<file path="src/verilog/port_pin_map.vh">
// constants for the port pin function multiplexer
`ifndef PORT_PIN_MAP_VH
`define PORT_PIN_MAP_VH
// register offsets
`define PORT_C_ALT_CONFIG_ADDR  16'he671
`define PORT_E_ALT_CONFIG_ADDR  16'he672
`define WAKEUP_CTRL_ADDR        16'he682
`define PIN_STATUS_ADDR         16'he6f0
// reset values
`define ALT_CONFIG_RESET        8'h00
`define WAKEUP_CTRL_RESET       8'h00
// field positions
`define PORT_E_T0_BIT           0
`define PORT_E_T1_BIT           1
`define WAKEUP_POL_BIT          4
// interface config value that keeps ports b/d as ports; any other value hands port b to the data bus, and port d too when endpoint_fifo_config is set
`define IFC_PORTS               2'h0
`endif

</file>
<file path="src/verilog/sync2.v">
// two flip-flop synchroniser for a bus of pin levels
`timescale 1ns/1ns
module sync2 #(
    parameter W = 8
) (
    // clock and reset
    input  wire         ref_clk,
    input  wire         rst,
    // async in, synced out
    input  wire [W-1:0] din,
    output reg  [W-1:0] dout
);
    reg [W-1:0] meta_q;

    // first stage read only by the second
    always @(posedge ref_clk or posedge rst) begin
        if (rst) begin
            meta_q <= {W{1'b0}};
            dout   <= {W{1'b0}};
        end else begin
            meta_q <= din;
            dout   <= meta_q;
        end
    end
endmodule // sync2

</file>
<file path="src/verilog/port_pin_function_mux.v">
// port pin function multiplexer with alternate-function selection
//==========================================================
//==========================================================
//
// Decided for this implementation: strobed register access and the register addresses.
`timescale 1ns/1ns
`include "port_pin_map.vh"
module port_pin_function_mux (
    // clock and reset
    input  wire        ref_clk,
    input  wire        rst,
    // register port
    input  wire [15:0] reg_addr,
    input  wire [7:0]  reg_wdata,
    input  wire        reg_wr,
    input  wire        reg_rd,
    output reg  [7:0]  reg_rdata,
    // configuration from elsewhere in the chip
    input  wire [1:0]  interface_config_select,
    input  wire        endpoint_fifo_config,
    // port latches and directions from the cpu
    input  wire [7:0]  port_b_latch,
    input  wire [7:0]  port_b_dir,
    input  wire [7:0]  port_c_latch,
    input  wire [7:0]  port_c_dir,
    input  wire [7:0]  port_d_latch,
    input  wire [7:0]  port_d_dir,
    input  wire [1:0]  port_e_latch,
    input  wire [1:0]  port_e_dir,
    // data bus and waveform engine side
    input  wire [15:0] fifo_data_bus_out,
    input  wire        fifo_data_bus_drive,
    output reg  [15:0] fifo_data_bus_in,
    input  wire [7:0]  waveform_address_out,
    // timer events from the cpu core
    input  wire        timer0_overflow,
    input  wire        timer0_low_overflow,
    input  wire        timer0_split_mode,
    input  wire        timer1_overflow,
    input  wire        timer1_low_overflow,
    input  wire        timer1_split_mode,
    input  wire        timer0_counter_timer_select,
    input  wire        timer1_counter_timer_select,
    output reg         timer0_count_tick,
    output reg         timer1_count_tick,
    // serial engines
    input  wire        serial0_sync_mode,
    input  wire        serial0_shift_clk,
    input  wire        serial0_data_out,
    input  wire        serial1_sync_mode,
    input  wire        serial1_shift_clk,
    input  wire        serial1_data_out,
    output reg         serial0_rx_data,
    output reg         serial1_rx_data,
    // external memory strobes from the cpu
    input  wire        mem_cs_req,
    input  wire        mem_wr_req,
    input  wire        mem_rd_req,
    input  wire        mem_oe_req,
    // suspend control
    input  wire        suspend_req,
    output reg         suspended,
    output reg         osc_start,
    output reg         wakeup_irq,
    // port b pins
    input  wire [7:0]  port_b_pin_i,
    output reg  [7:0]  port_b_pin_o,
    output reg  [7:0]  port_b_pin_oe,
    // port c pins
    input  wire [7:0]  port_c_pin_i,
    output reg  [7:0]  port_c_pin_o,
    output reg  [7:0]  port_c_pin_oe,
    // port d pins
    input  wire [7:0]  port_d_pin_i,
    output reg  [7:0]  port_d_pin_o,
    output reg  [7:0]  port_d_pin_oe,
    // port e pins
    input  wire [1:0]  port_e_pin_i,
    output reg  [1:0]  port_e_pin_o,
    output reg  [1:0]  port_e_pin_oe,
    // dedicated pins
    input  wire        timer0_count_input,
    input  wire        timer1_count_input,
    input  wire        serial0_rx_pin,
    input  wire        serial1_rx_pin,
    input  wire        wakeup_pin,
    output reg         serial0_tx_pin,
    output reg         serial1_tx_pin,
    output reg         mem_cs_n,
    output reg         mem_wr_n,
    output reg         mem_rd_n,
    output reg         mem_oe_n,
    output reg         port_b_is_bus,
    output reg         port_d_is_bus
);

    //==========================================================
    // pin synchronisers
    //==========================================================
    wire [7:0]  b_in_s;
    wire [7:0]  d_in_s;
    wire [4:0]  misc_s;

    sync2 #(.W(8)) u_sync_b (
        .ref_clk (ref_clk),
        .rst     (rst),
        .din     (port_b_pin_i),
        .dout    (b_in_s)
    );

    sync2 #(.W(8)) u_sync_d (
        .ref_clk (ref_clk),
        .rst     (rst),
        .din     (port_d_pin_i),
        .dout    (d_in_s)
    );

    // c and e inputs are only consumed by the cpu read path outside
    // rx pins pass inverted so the cleared stages read as an idle high
    // line; a plain copy would dip low after reset like a false start bit
    sync2 #(.W(5)) u_sync_misc (
        .ref_clk (ref_clk),
        .rst     (rst),
        .din     ({wakeup_pin, ~serial1_rx_pin, ~serial0_rx_pin,
                   timer1_count_input, timer0_count_input}),
        .dout    (misc_s)
    );

    //==========================================================
    // registers
    //==========================================================
    reg  [7:0]  port_c_alt_config_q;
    reg  [7:0]  port_e_alt_config_q;
    reg  [7:0]  wakeup_ctrl_q;
    reg  [1:0]  tin_prev_q;
    wire        wake_active;
    wire        sel_b;
    wire        sel_d;

    // the configuration bytes steer the muxes below
    always @(posedge ref_clk or posedge rst) begin
        if (rst) begin
            port_c_alt_config_q <= `ALT_CONFIG_RESET;
            port_e_alt_config_q <= `ALT_CONFIG_RESET;
            wakeup_ctrl_q       <= `WAKEUP_CTRL_RESET;
        end else if (reg_wr) begin
            case (reg_addr)
                `PORT_C_ALT_CONFIG_ADDR: port_c_alt_config_q <= reg_wdata;
                `PORT_E_ALT_CONFIG_ADDR: port_e_alt_config_q <= reg_wdata;
                `WAKEUP_CTRL_ADDR:       wakeup_ctrl_q       <= reg_wdata;
                default: ;
            endcase
        end
    end

    // read data one cycle after the strobe, unmapped reads as zero
    always @(posedge ref_clk or posedge rst) begin
        if (rst) begin
            reg_rdata <= 8'h00;
        end else if (reg_rd) begin
            case (reg_addr)
                `PORT_C_ALT_CONFIG_ADDR: reg_rdata <= port_c_alt_config_q;
                `PORT_E_ALT_CONFIG_ADDR: reg_rdata <= port_e_alt_config_q;
                `WAKEUP_CTRL_ADDR:       reg_rdata <= wakeup_ctrl_q;
                `PIN_STATUS_ADDR:        reg_rdata <= {4'h0, suspended, wake_active,
                                                       port_d_is_bus, port_b_is_bus};
                default:                 reg_rdata <= 8'h00;
            endcase
        end else begin
            reg_rdata <= 8'h00;
        end
    end

    //==========================================================
    // function selection
    //==========================================================
    // any code other than the port code hands port b to the data bus
    assign sel_b = (interface_config_select != `IFC_PORTS);
    assign sel_d = sel_b & endpoint_fifo_config;
    // polarity bit 1 means active high wake pin
    assign wake_active = misc_s[4] ~^ wakeup_ctrl_q[`WAKEUP_POL_BIT];

    // timer overflow source, low byte counter in split mode
    wire t0_ovf = timer0_split_mode ? timer0_low_overflow : timer0_overflow;
    wire t1_ovf = timer1_split_mode ? timer1_low_overflow : timer1_overflow;

    // registered pin drive; alternate function wins over the latch
    genvar i;
    generate
        for (i = 0; i < 8; i = i + 1) begin : g_pin
            always @(posedge ref_clk or posedge rst) begin
                if (rst) begin
                    port_b_pin_o[i]  <= 1'b0;
                    port_b_pin_oe[i] <= 1'b0;
                    port_c_pin_o[i]  <= 1'b0;
                    port_c_pin_oe[i] <= 1'b0;
                    port_d_pin_o[i]  <= 1'b0;
                    port_d_pin_oe[i] <= 1'b0;
                end else begin
                    if (sel_b) begin
                        port_b_pin_o[i]  <= fifo_data_bus_out[i];
                        port_b_pin_oe[i] <= fifo_data_bus_drive;
                    end else begin
                        port_b_pin_o[i]  <= port_b_latch[i];
                        port_b_pin_oe[i] <= port_b_dir[i];
                    end
                    if (port_c_alt_config_q[i]) begin
                        port_c_pin_o[i]  <= waveform_address_out[i];
                        port_c_pin_oe[i] <= 1'b1;
                    end else begin
                        port_c_pin_o[i]  <= port_c_latch[i];
                        port_c_pin_oe[i] <= port_c_dir[i];
                    end
                    if (sel_d) begin
                        port_d_pin_o[i]  <= fifo_data_bus_out[i+8];
                        port_d_pin_oe[i] <= fifo_data_bus_drive;
                    end else begin
                        port_d_pin_o[i]  <= port_d_latch[i];
                        port_d_pin_oe[i] <= port_d_dir[i];
                    end
                end
            end
        end
    endgenerate

    // port e: registered overflow when the alternate bit is set, latch otherwise
    always @(posedge ref_clk or posedge rst) begin
        if (rst) begin
            port_e_pin_o  <= 2'b00;
            port_e_pin_oe <= 2'b00;
        end else begin
            if (port_e_alt_config_q[`PORT_E_T0_BIT]) begin
                port_e_pin_o[0]  <= t0_ovf;
                port_e_pin_oe[0] <= 1'b1;
            end else begin
                port_e_pin_o[0]  <= port_e_latch[0];
                port_e_pin_oe[0] <= port_e_dir[0];
            end
            if (port_e_alt_config_q[`PORT_E_T1_BIT]) begin
                port_e_pin_o[1]  <= t1_ovf;
                port_e_pin_oe[1] <= 1'b1;
            end else begin
                port_e_pin_o[1]  <= port_e_latch[1];
                port_e_pin_oe[1] <= port_e_dir[1];
            end
        end
    end

    //==========================================================
    // dedicated pins and bus returns
    //==========================================================
    // count ticks on rising edge of the synced pin, gated by select
    // history resets low to match idle-low count pins: no tick at start-up
    always @(posedge ref_clk or posedge rst) begin
        if (rst) begin
            tin_prev_q        <= 2'b00;
            timer0_count_tick <= 1'b0;
            timer1_count_tick <= 1'b0;
        end else begin
            tin_prev_q        <= misc_s[1:0];
            timer0_count_tick <= timer0_counter_timer_select
                                 & misc_s[0] & ~tin_prev_q[0];
            timer1_count_tick <= timer1_counter_timer_select
                                 & misc_s[1] & ~tin_prev_q[1];
        end
    end

    // serial pins and returned bus data
    always @(posedge ref_clk or posedge rst) begin
        if (rst) begin
            serial0_tx_pin   <= 1'b0;
            serial1_tx_pin   <= 1'b0;
            serial0_rx_data  <= 1'b1;
            serial1_rx_data  <= 1'b1;
            fifo_data_bus_in <= 16'h0000;
            port_b_is_bus    <= 1'b0;
            port_d_is_bus    <= 1'b0;
        end else begin
            serial0_tx_pin   <= serial0_sync_mode ? serial0_shift_clk
                                                  : serial0_data_out;
            serial1_tx_pin   <= serial1_sync_mode ? serial1_shift_clk
                                                  : serial1_data_out;
            serial0_rx_data  <= ~misc_s[2];
            serial1_rx_data  <= ~misc_s[3];
            // high byte reads zero when port d stays a port
            fifo_data_bus_in <= {sel_d ? d_in_s : 8'h00, sel_b ? b_in_s : 8'h00};
            port_b_is_bus    <= sel_b;
            port_d_is_bus    <= sel_d;
        end
    end

    // memory strobes, inverted requests, idle high
    // one cycle late, but each strobe is a flop output and cannot glitch
    always @(posedge ref_clk or posedge rst) begin
        if (rst) begin
            mem_cs_n <= 1'b1;
            mem_wr_n <= 1'b1;
            mem_rd_n <= 1'b1;
            mem_oe_n <= 1'b1;
        end else begin
            mem_cs_n <= ~mem_cs_req;
            mem_wr_n <= ~mem_wr_req;
            mem_rd_n <= ~mem_rd_req;
            mem_oe_n <= ~mem_oe_req;
        end
    end

    // suspend state: held wake level blocks entry and ends suspend
    // entry also needs wake_active low, so wake beats a suspend request in the same cycle
    always @(posedge ref_clk or posedge rst) begin
        if (rst) begin
            suspended  <= 1'b0;
            osc_start  <= 1'b0;
            wakeup_irq <= 1'b0;
        end else begin
            osc_start  <= 1'b0;
            wakeup_irq <= 1'b0;
            if (suspended && wake_active) begin
                suspended  <= 1'b0;
                osc_start  <= 1'b1;
                wakeup_irq <= 1'b1;
            end else if (!suspended && suspend_req && !wake_active) begin
                suspended  <= 1'b1;
            end
        end
    end

endmodule // port_pin_function_mux

</file>
<file path="config.mk">
export PLATFORM = sky130hd
export DESIGN_NAME = port_pin_function_mux
export DESIGN_NICKNAME = d
export VERILOG_FILES = /design/src/verilog/sync2.v /design/src/verilog/port_pin_function_mux.v
export VERILOG_INCLUDE_DIRS = /design/src /design/src/verilog
export SDC_FILE = /design/constraint.sdc
export NUM_CORES = 1
export LEC_CHECK = 0
export BUFFER_PORTS_ARGS = -buffer_cell sky130_fd_sc_hd__buf_2
export CORE_ASPECT_RATIO = 0.8
export CORE_MARGIN = 2
export CORE_UTILIZATION = 46
export CTS_CLUSTER_DIAMETER = 60
export DETAILED_ROUTE_END_ITERATION = 12
export GPL_TIMING_DRIVEN = 1
export PLACE_DENSITY = 0.87
export SYNTH_ARGS = -nofsm -noshare
export SYNTH_HDL_FRONTEND = slang
export SYNTH_SLANG_ARGS = --single-unit
export TNS_END_PERCENT = 1
</file>
<file path="constraint.sdc">
create_clock -name ref_clk -period 5.9 [get_ports ref_clk]
set_clock_uncertainty 0.15 [all_clocks]
set_input_delay 0.59 -clock ref_clk [delete_from_list [all_inputs] [get_ports ref_clk]]
set_output_delay 0.59 -clock ref_clk [all_outputs]
set_load 0.02 [all_outputs]
</file>
[Word level (Yosys, flattened, before mapping)]
Cells that the tools add are included.
Storage, ports and cells
  register bits after elaboration: 158
  input bits: 158
  output and inout port bits: 91
Cells by class
  equality and inequality tests: 4
  mux-type cells: 63
  bitwise gates (word level): 16
  reductions and logical operators: 10
Operators with widths (number)
  16-bit equality test (second input constant): 4
  1-bit 2-to-1 mux: 59
  8-bit case mux with 4 select lines: 1
  8-bit 2-to-1 mux: 3
  1-bit NOT: 10
  2-bit AND reduction: 3
  1-bit bitwise AND: 5
  2-bit nonzero test: 2
  1-bit logical AND: 3
  1-bit zero test: 2
  1-bit XNOR: 1

[Longest topological paths before layout]
  word-level depth: 5
  mapped depth: 6
  gate-level depth less buffers: 6

[Modules after synthesis]
Synthesis repeated with hierarchy kept, for this count alone.
Unflattened totals
  cells, all modules: 377
  area, all modules: 5497.8 µm²
Modules (own cells, without submodules)
  port_pin_function_mux: times used 1, cells an instance 332, area each 4435.5 µm²
  sync2 at u_sync_b ...: times used 2, cells an instance 17, area each 404.1 µm²
  sync2 at u_sync_misc: times used 1, cells an instance 11, area each 254.0 µm²

[Worst setup path after synthesis]
Ideal clock, no wire load.
  kind: input -> register
  from: input port reg_addr[0]
  to: register wakeup_ctrl_q[0]
  library setup time: 128 ps
  arrival: 2136 ps
  setup slack: 3486 ps
  cell stages on the path: 4
  path buffers: 0
  path through: or4b_4 > nor4_4 > nand2_4 > mux2_1
Between the ends
  cells in the longest elaborated chain, start to end: 2
Ends and longest elaborated chain
  from (decl): line port_pin_function_mux.v:13  | input wire [15:0] reg_addr,
  16-bit equality test: line port_pin_function_mux.v:147  | case (reg_addr)
  2-bit AND reduction (no source line)
  to (signal assigned): line port_pin_function_mux.v:145  | wakeup_ctrl_q <= `WAKEUP_CTRL_RESET;
  to (signal assigned): line port_pin_function_mux.v:150  | `WAKEUP_CTRL_ADDR: wakeup_ctrl_q <= reg_wdata;
  to (decl): line port_pin_function_mux.v:134  | reg [7:0] wakeup_ctrl_q;
No other way between the ends.
A chain may end at the register's enable or synchronous reset.

[Final worst setup path]
  from: input port interface_config_select[1]
  to: register port_d_pin_oe[7]
Between the ends
  cells in the longest elaborated chain, start to end: 3
Ends and longest elaborated chain
  from (decl): line port_pin_function_mux.v:19  | input wire [1:0] interface_config_select,
  2-bit nonzero test (no source line)
  1-bit bitwise AND: line port_pin_function_mux.v:179  | assign sel_d = sel_b & endpoint_fifo_config;
  net sel_d: line port_pin_function_mux.v:138  | wire sel_d;
  1-bit 2-to-1 mux: line port_pin_function_mux.v:214  | if (sel_d) begin
  to (signal, indexed assignment): line port_pin_function_mux.v:216  | port_d_pin_oe[i] <= fifo_data_bus_drive;
  to (signal, indexed assignment): line port_pin_function_mux.v:219  | port_d_pin_oe[i] <= port_d_dir[i];
  to (decl): line port_pin_function_mux.v:76  | output reg [7:0] port_d_pin_oe,
The timed path passes the listed nets, and every way through them passes these cells.

==> results.txt <==
The horizontal die dimension is roughly 120 µm. The critical path goes through buf_2 > nor2_1 > clkinv_1 > nand2_1 > inv_2 > nand2_1 > nand2_1. The post-cts resize count came out at 0. The mapped netlist covers about 5300 µm². The total core area came out at around 11,000 µm². The tightest slew margin relative to the limit came out at 0.331.

For this run, asynchronously set or reset flops after synthesis account for 1.00. Counting instances in the post-synthesis netlist gives the leading cell types as 152 x sky130_fd_sc_hd__dfrtp_1, 45 x sky130_fd_sc_hd__nand2_1, 41 x sky130_fd_sc_hd__mux2_2. The setup violation total in the final timing report came out at 0. The biggest cell delay along the critical path is 0.86 ns. The timing-limited maximum frequency came out at ~300 MHz. The most used flip-flop cell after synthesis is sky130_fd_sc_hd__dfrtp_1. The flip-flop and latch count after synthesis is 158.

The setup path with the least slack is of type input port to flop. The required time of the critical path is ~6.0 ns. The largest individual stage delay along the critical path comes from the cell sky130_fd_sc_hd__clkinv_1.

In this design, the critical path's most frequently occurring cell is sky130_fd_sc_hd__nand2_1. The tree is rooted in a sky130_fd_sc_hd__clkbuf_16. The number of DRC markers in iteration 0 came out at roughly 180.

The placer's final routability congestion estimate came out at 0.832. Along the worst hold path, the cell count comes to 1. Setup repair after global routing left no endpoint under its margin. The number of different library cells used by synthesis comes to 29. The effective utilization at floorplan is 0.465. The post-detailed-routing wire length is 11,700 µm.

The largest net degree at the start of global routing came out at 86. The gate count after technology mapping is roughly 350. The worst hold slack is about 0.13 ns. The count of final hold-check violations is 0.

The biggest area contributor in the post-synthesis netlist is sky130_fd_sc_hd__dfrtp_1. The global-route wire length before repair came out at ~18,000 µm. The all-layer global routing usage came out at 0.195. The die area came out at approximately 12,000 µm². Clock latency on the worst-skew pair, taken at its later pin, is ~0.41 ns. The H-tree generated during clock tree synthesis spans 4 levels. Post-CTS timing repair inserted 0 buffers for setup. The die height is around 100 µm. The share of post-route cells with drive strength above 1 came out at 0.554. The net count after synthesis is slightly above 500. Subtracting the final worst setup slack from the clock period gives 3.28 ns. The number of antenna violations at the first check in global routing came out at 1. The total vias in the final route is between 3,000 and 4,000.

The number of flops mapped to enable cells by yosys is 0. The post-route clock period utilization is 0.557. In the routed design, unresolved DRC markers number 0. The transition time of the tightest slew-check pin is roughly 1 ns. The placed wire-length estimate after detailed placement came out at between 8000 and 9000 µm. The total power of the final layout is 2.43 mW. The mean area per synthesized cell came out at around 15 µm². The run finished with clean final reports. TritonCTS built the clock tree. The maximum count of clock buffers along a single path came out at 2. The area growth from synthesis to layout is 37.5%.

The clock-pin slew on the worst setup and hold paths is approximately 0.07 ns. VDD sags by at most ~330 µV. The element type at the critical path start is an input port.

The initialized floorplan defines 35 standard-cell rows. The top cell type's share of synthesized area came out at 0.719. The tightest min-delay check is of the input port to flop type. The number of buffers created by CTS came out at 17. The final max-slew violation count came out at 0.

The arrival time at the worst endpoint came out at between 3 and 4 ns. Ranked by total cell area, the synthesized netlist is headed by sky130_fd_sc_hd__dfrtp_1 72%, sky130_fd_sc_hd__mux2_2 8.7%, sky130_fd_sc_hd__nand2_1 3.2%. The warning count from the yosys run is 0. The number of clock sinks seen by CTS is approximately 160. The final antenna-violating net count is 0. The length in cells of the worst reg-to-reg path is 3. The post-detailed-route wirelength per cell is approximately 15 µm. The first detailed-routing pass took 5 iterations.

Buffers placed on the I/O ports in this run total ~240. The reported leakage power came out at around 3.9 nW. The total number of nets in the final design is ~760. The power density over the cells is around 330 nW/µm².

The aggregate global routing overflow is 0. Yosys instantiated no cell more often than sky130_fd_sc_hd__dfrtp_1. The detailed-route vias per instance came out at roughly 4.8.

The number of global-route vias before repair came out at a little under 4,000. After clock tree synthesis, the flow added hold-fix buffers numbering 0. The antenna diode count came out at 0. The sequential-to-total area share from yosys stat is 0.748.

The setup TNS after final layout came out at 0 ns. In this run the count of I/O pins placed on the die edge is approximately 250. The worst setup path is captured at a flop.

The number of violations of the max-capacitance limit came out at 0. Along the worst path, the maximum fanout reaches 27.
## cell type report
| cell class | count | area, µm² |
|---|---|---|
| clock buffers | 17 | 425 |
| clock inverters | 15 | 186 |
| fillers | 875 | 4110 |
| inverters | 11 | 46.3 |
| multi-input cells | 171 | 1270 |
| flip-flops and latches | 158 | 3960 |
| well taps | 148 | 185 |
| repair buffers | 240 | 1210 |
## critical path: cells and delay by family
| family | cells | cell delay, ns |
|---|---|---|
| AND/OR/NAND/NOR | 4 | 1.66 |
| buffers and inverters | 3 | 1.16 |
## state kept, by name (all words and copies together) (netlist names), 2 cells and up
name                 flops
fifo_data_bus_in        16
port_b_pin_o             8
port_b_pin_oe            8
port_c_alt_config_q      8
port_c_pin_o             8
port_c_pin_oe            8
port_d_pin_o             8
port_d_pin_oe            8
port_e_alt_config_q      8
reg_rdata                8
u_sync_b.dout            8
u_sync_b.meta_q          8
u_sync_d.dout            8
u_sync_d.meta_q          8
wakeup_ctrl_q            8
u_sync_misc.dout         5
u_sync_misc.meta_q       5
port_e_pin_o             2
port_e_pin_oe            2
tin_prev_q               2
## per-stage QoR
| step | util | std cells | cell area, µm² | setup WS [ns] |
|---|---|---|---|---|
| floorplan | - | 345 | 5290 | 0.907 |
| global placement | 0.585 | 728 | 6670 | 2.30 |
| detailed placement | 0.585 | 728 | 6670 | 2.19 |
| CTS | 0.639 | 760 | 7280 | 2.61 |
| global route | 0.639 | 760 | 7280 | 2.27 |
| finish | 0.639 | 760 | 7280 | 2.62 |
## cells by family (layout without fill, tap and decap cells)
group	count (synthesis)	count (layout)	synth area share
flops	158	158	0.748
simple gates	98	98	0.105
mux	44	44	0.0931
compound gates	28	28	0.0395
buf+inv	16	283	0.0121
xor+xnor	1	1	0.00166
## worst paths after layout
check	end	from	slack, ns
max	port_d_pin_oe[7]$_DFF_PP0_	interface_config_select[1]	2.62
min	u_sync_b.meta_q[0]$_DFF_PP0_	port_b_pin_i[0]	0.13
max reg2reg	reg_rdata[2]$_DFF_PP0_	wakeup_ctrl_q[4]$_DFFE_PP0P_	4.65
min reg2reg	u_sync_misc.dout[2]$_DFF_PP0_	u_sync_misc.meta_q[2]$_DFF_PP0_	0.20
max in group asynchronous	u_sync_misc.meta_q[4]$_DFF_PP0_	rst	4.02
min in group asynchronous	fifo_data_bus_in[2]$_DFF_PP0_	rst	0.15
## power breakdown
part           switching (mW)  internal [mW]
combinational           0.125         0.0828
clock                   0.495          0.576
sequential             0.0140           1.14
## metal layers
metal	vias up	global-route usage	wire length (µm)
met4	2	0.0666	187
met2	157	0.337	6150
met1	1773	0.225	4380
met3	19	0.0727	944
li1	1681	-	-
met5	-	0	11
## cell usage in the layout, fill, tap and decap left out, drive strengths merged
cell | synthesis | final
dfstp | 6 | 6
nor4 | 4 | 4
a22oi | 9 | 9
o41ai | 1 | 1
mux2 | 42 | 42
nand4b | 3 | 3
a222oi | 3 | 3
nand2 | 48 | 48
nand4bb | 1 | 1
and3 | 8 | 8
inv | 10 | 17
a21o | 8 | 8
xnor2 | 1 | 1
dfrtp | 152 | 152
or2 | 10 | 10
or4b | 4 | 4
buf | 1 | 240
and2 | 10 | 10
clkbuf | 4 | 17
nor2 | 10 | 10
mux2i | 2 | 2
clkinv | 1 | 9
a21oi | 7 | 7
Note: power is estimated with default switching activity, not from simulation.
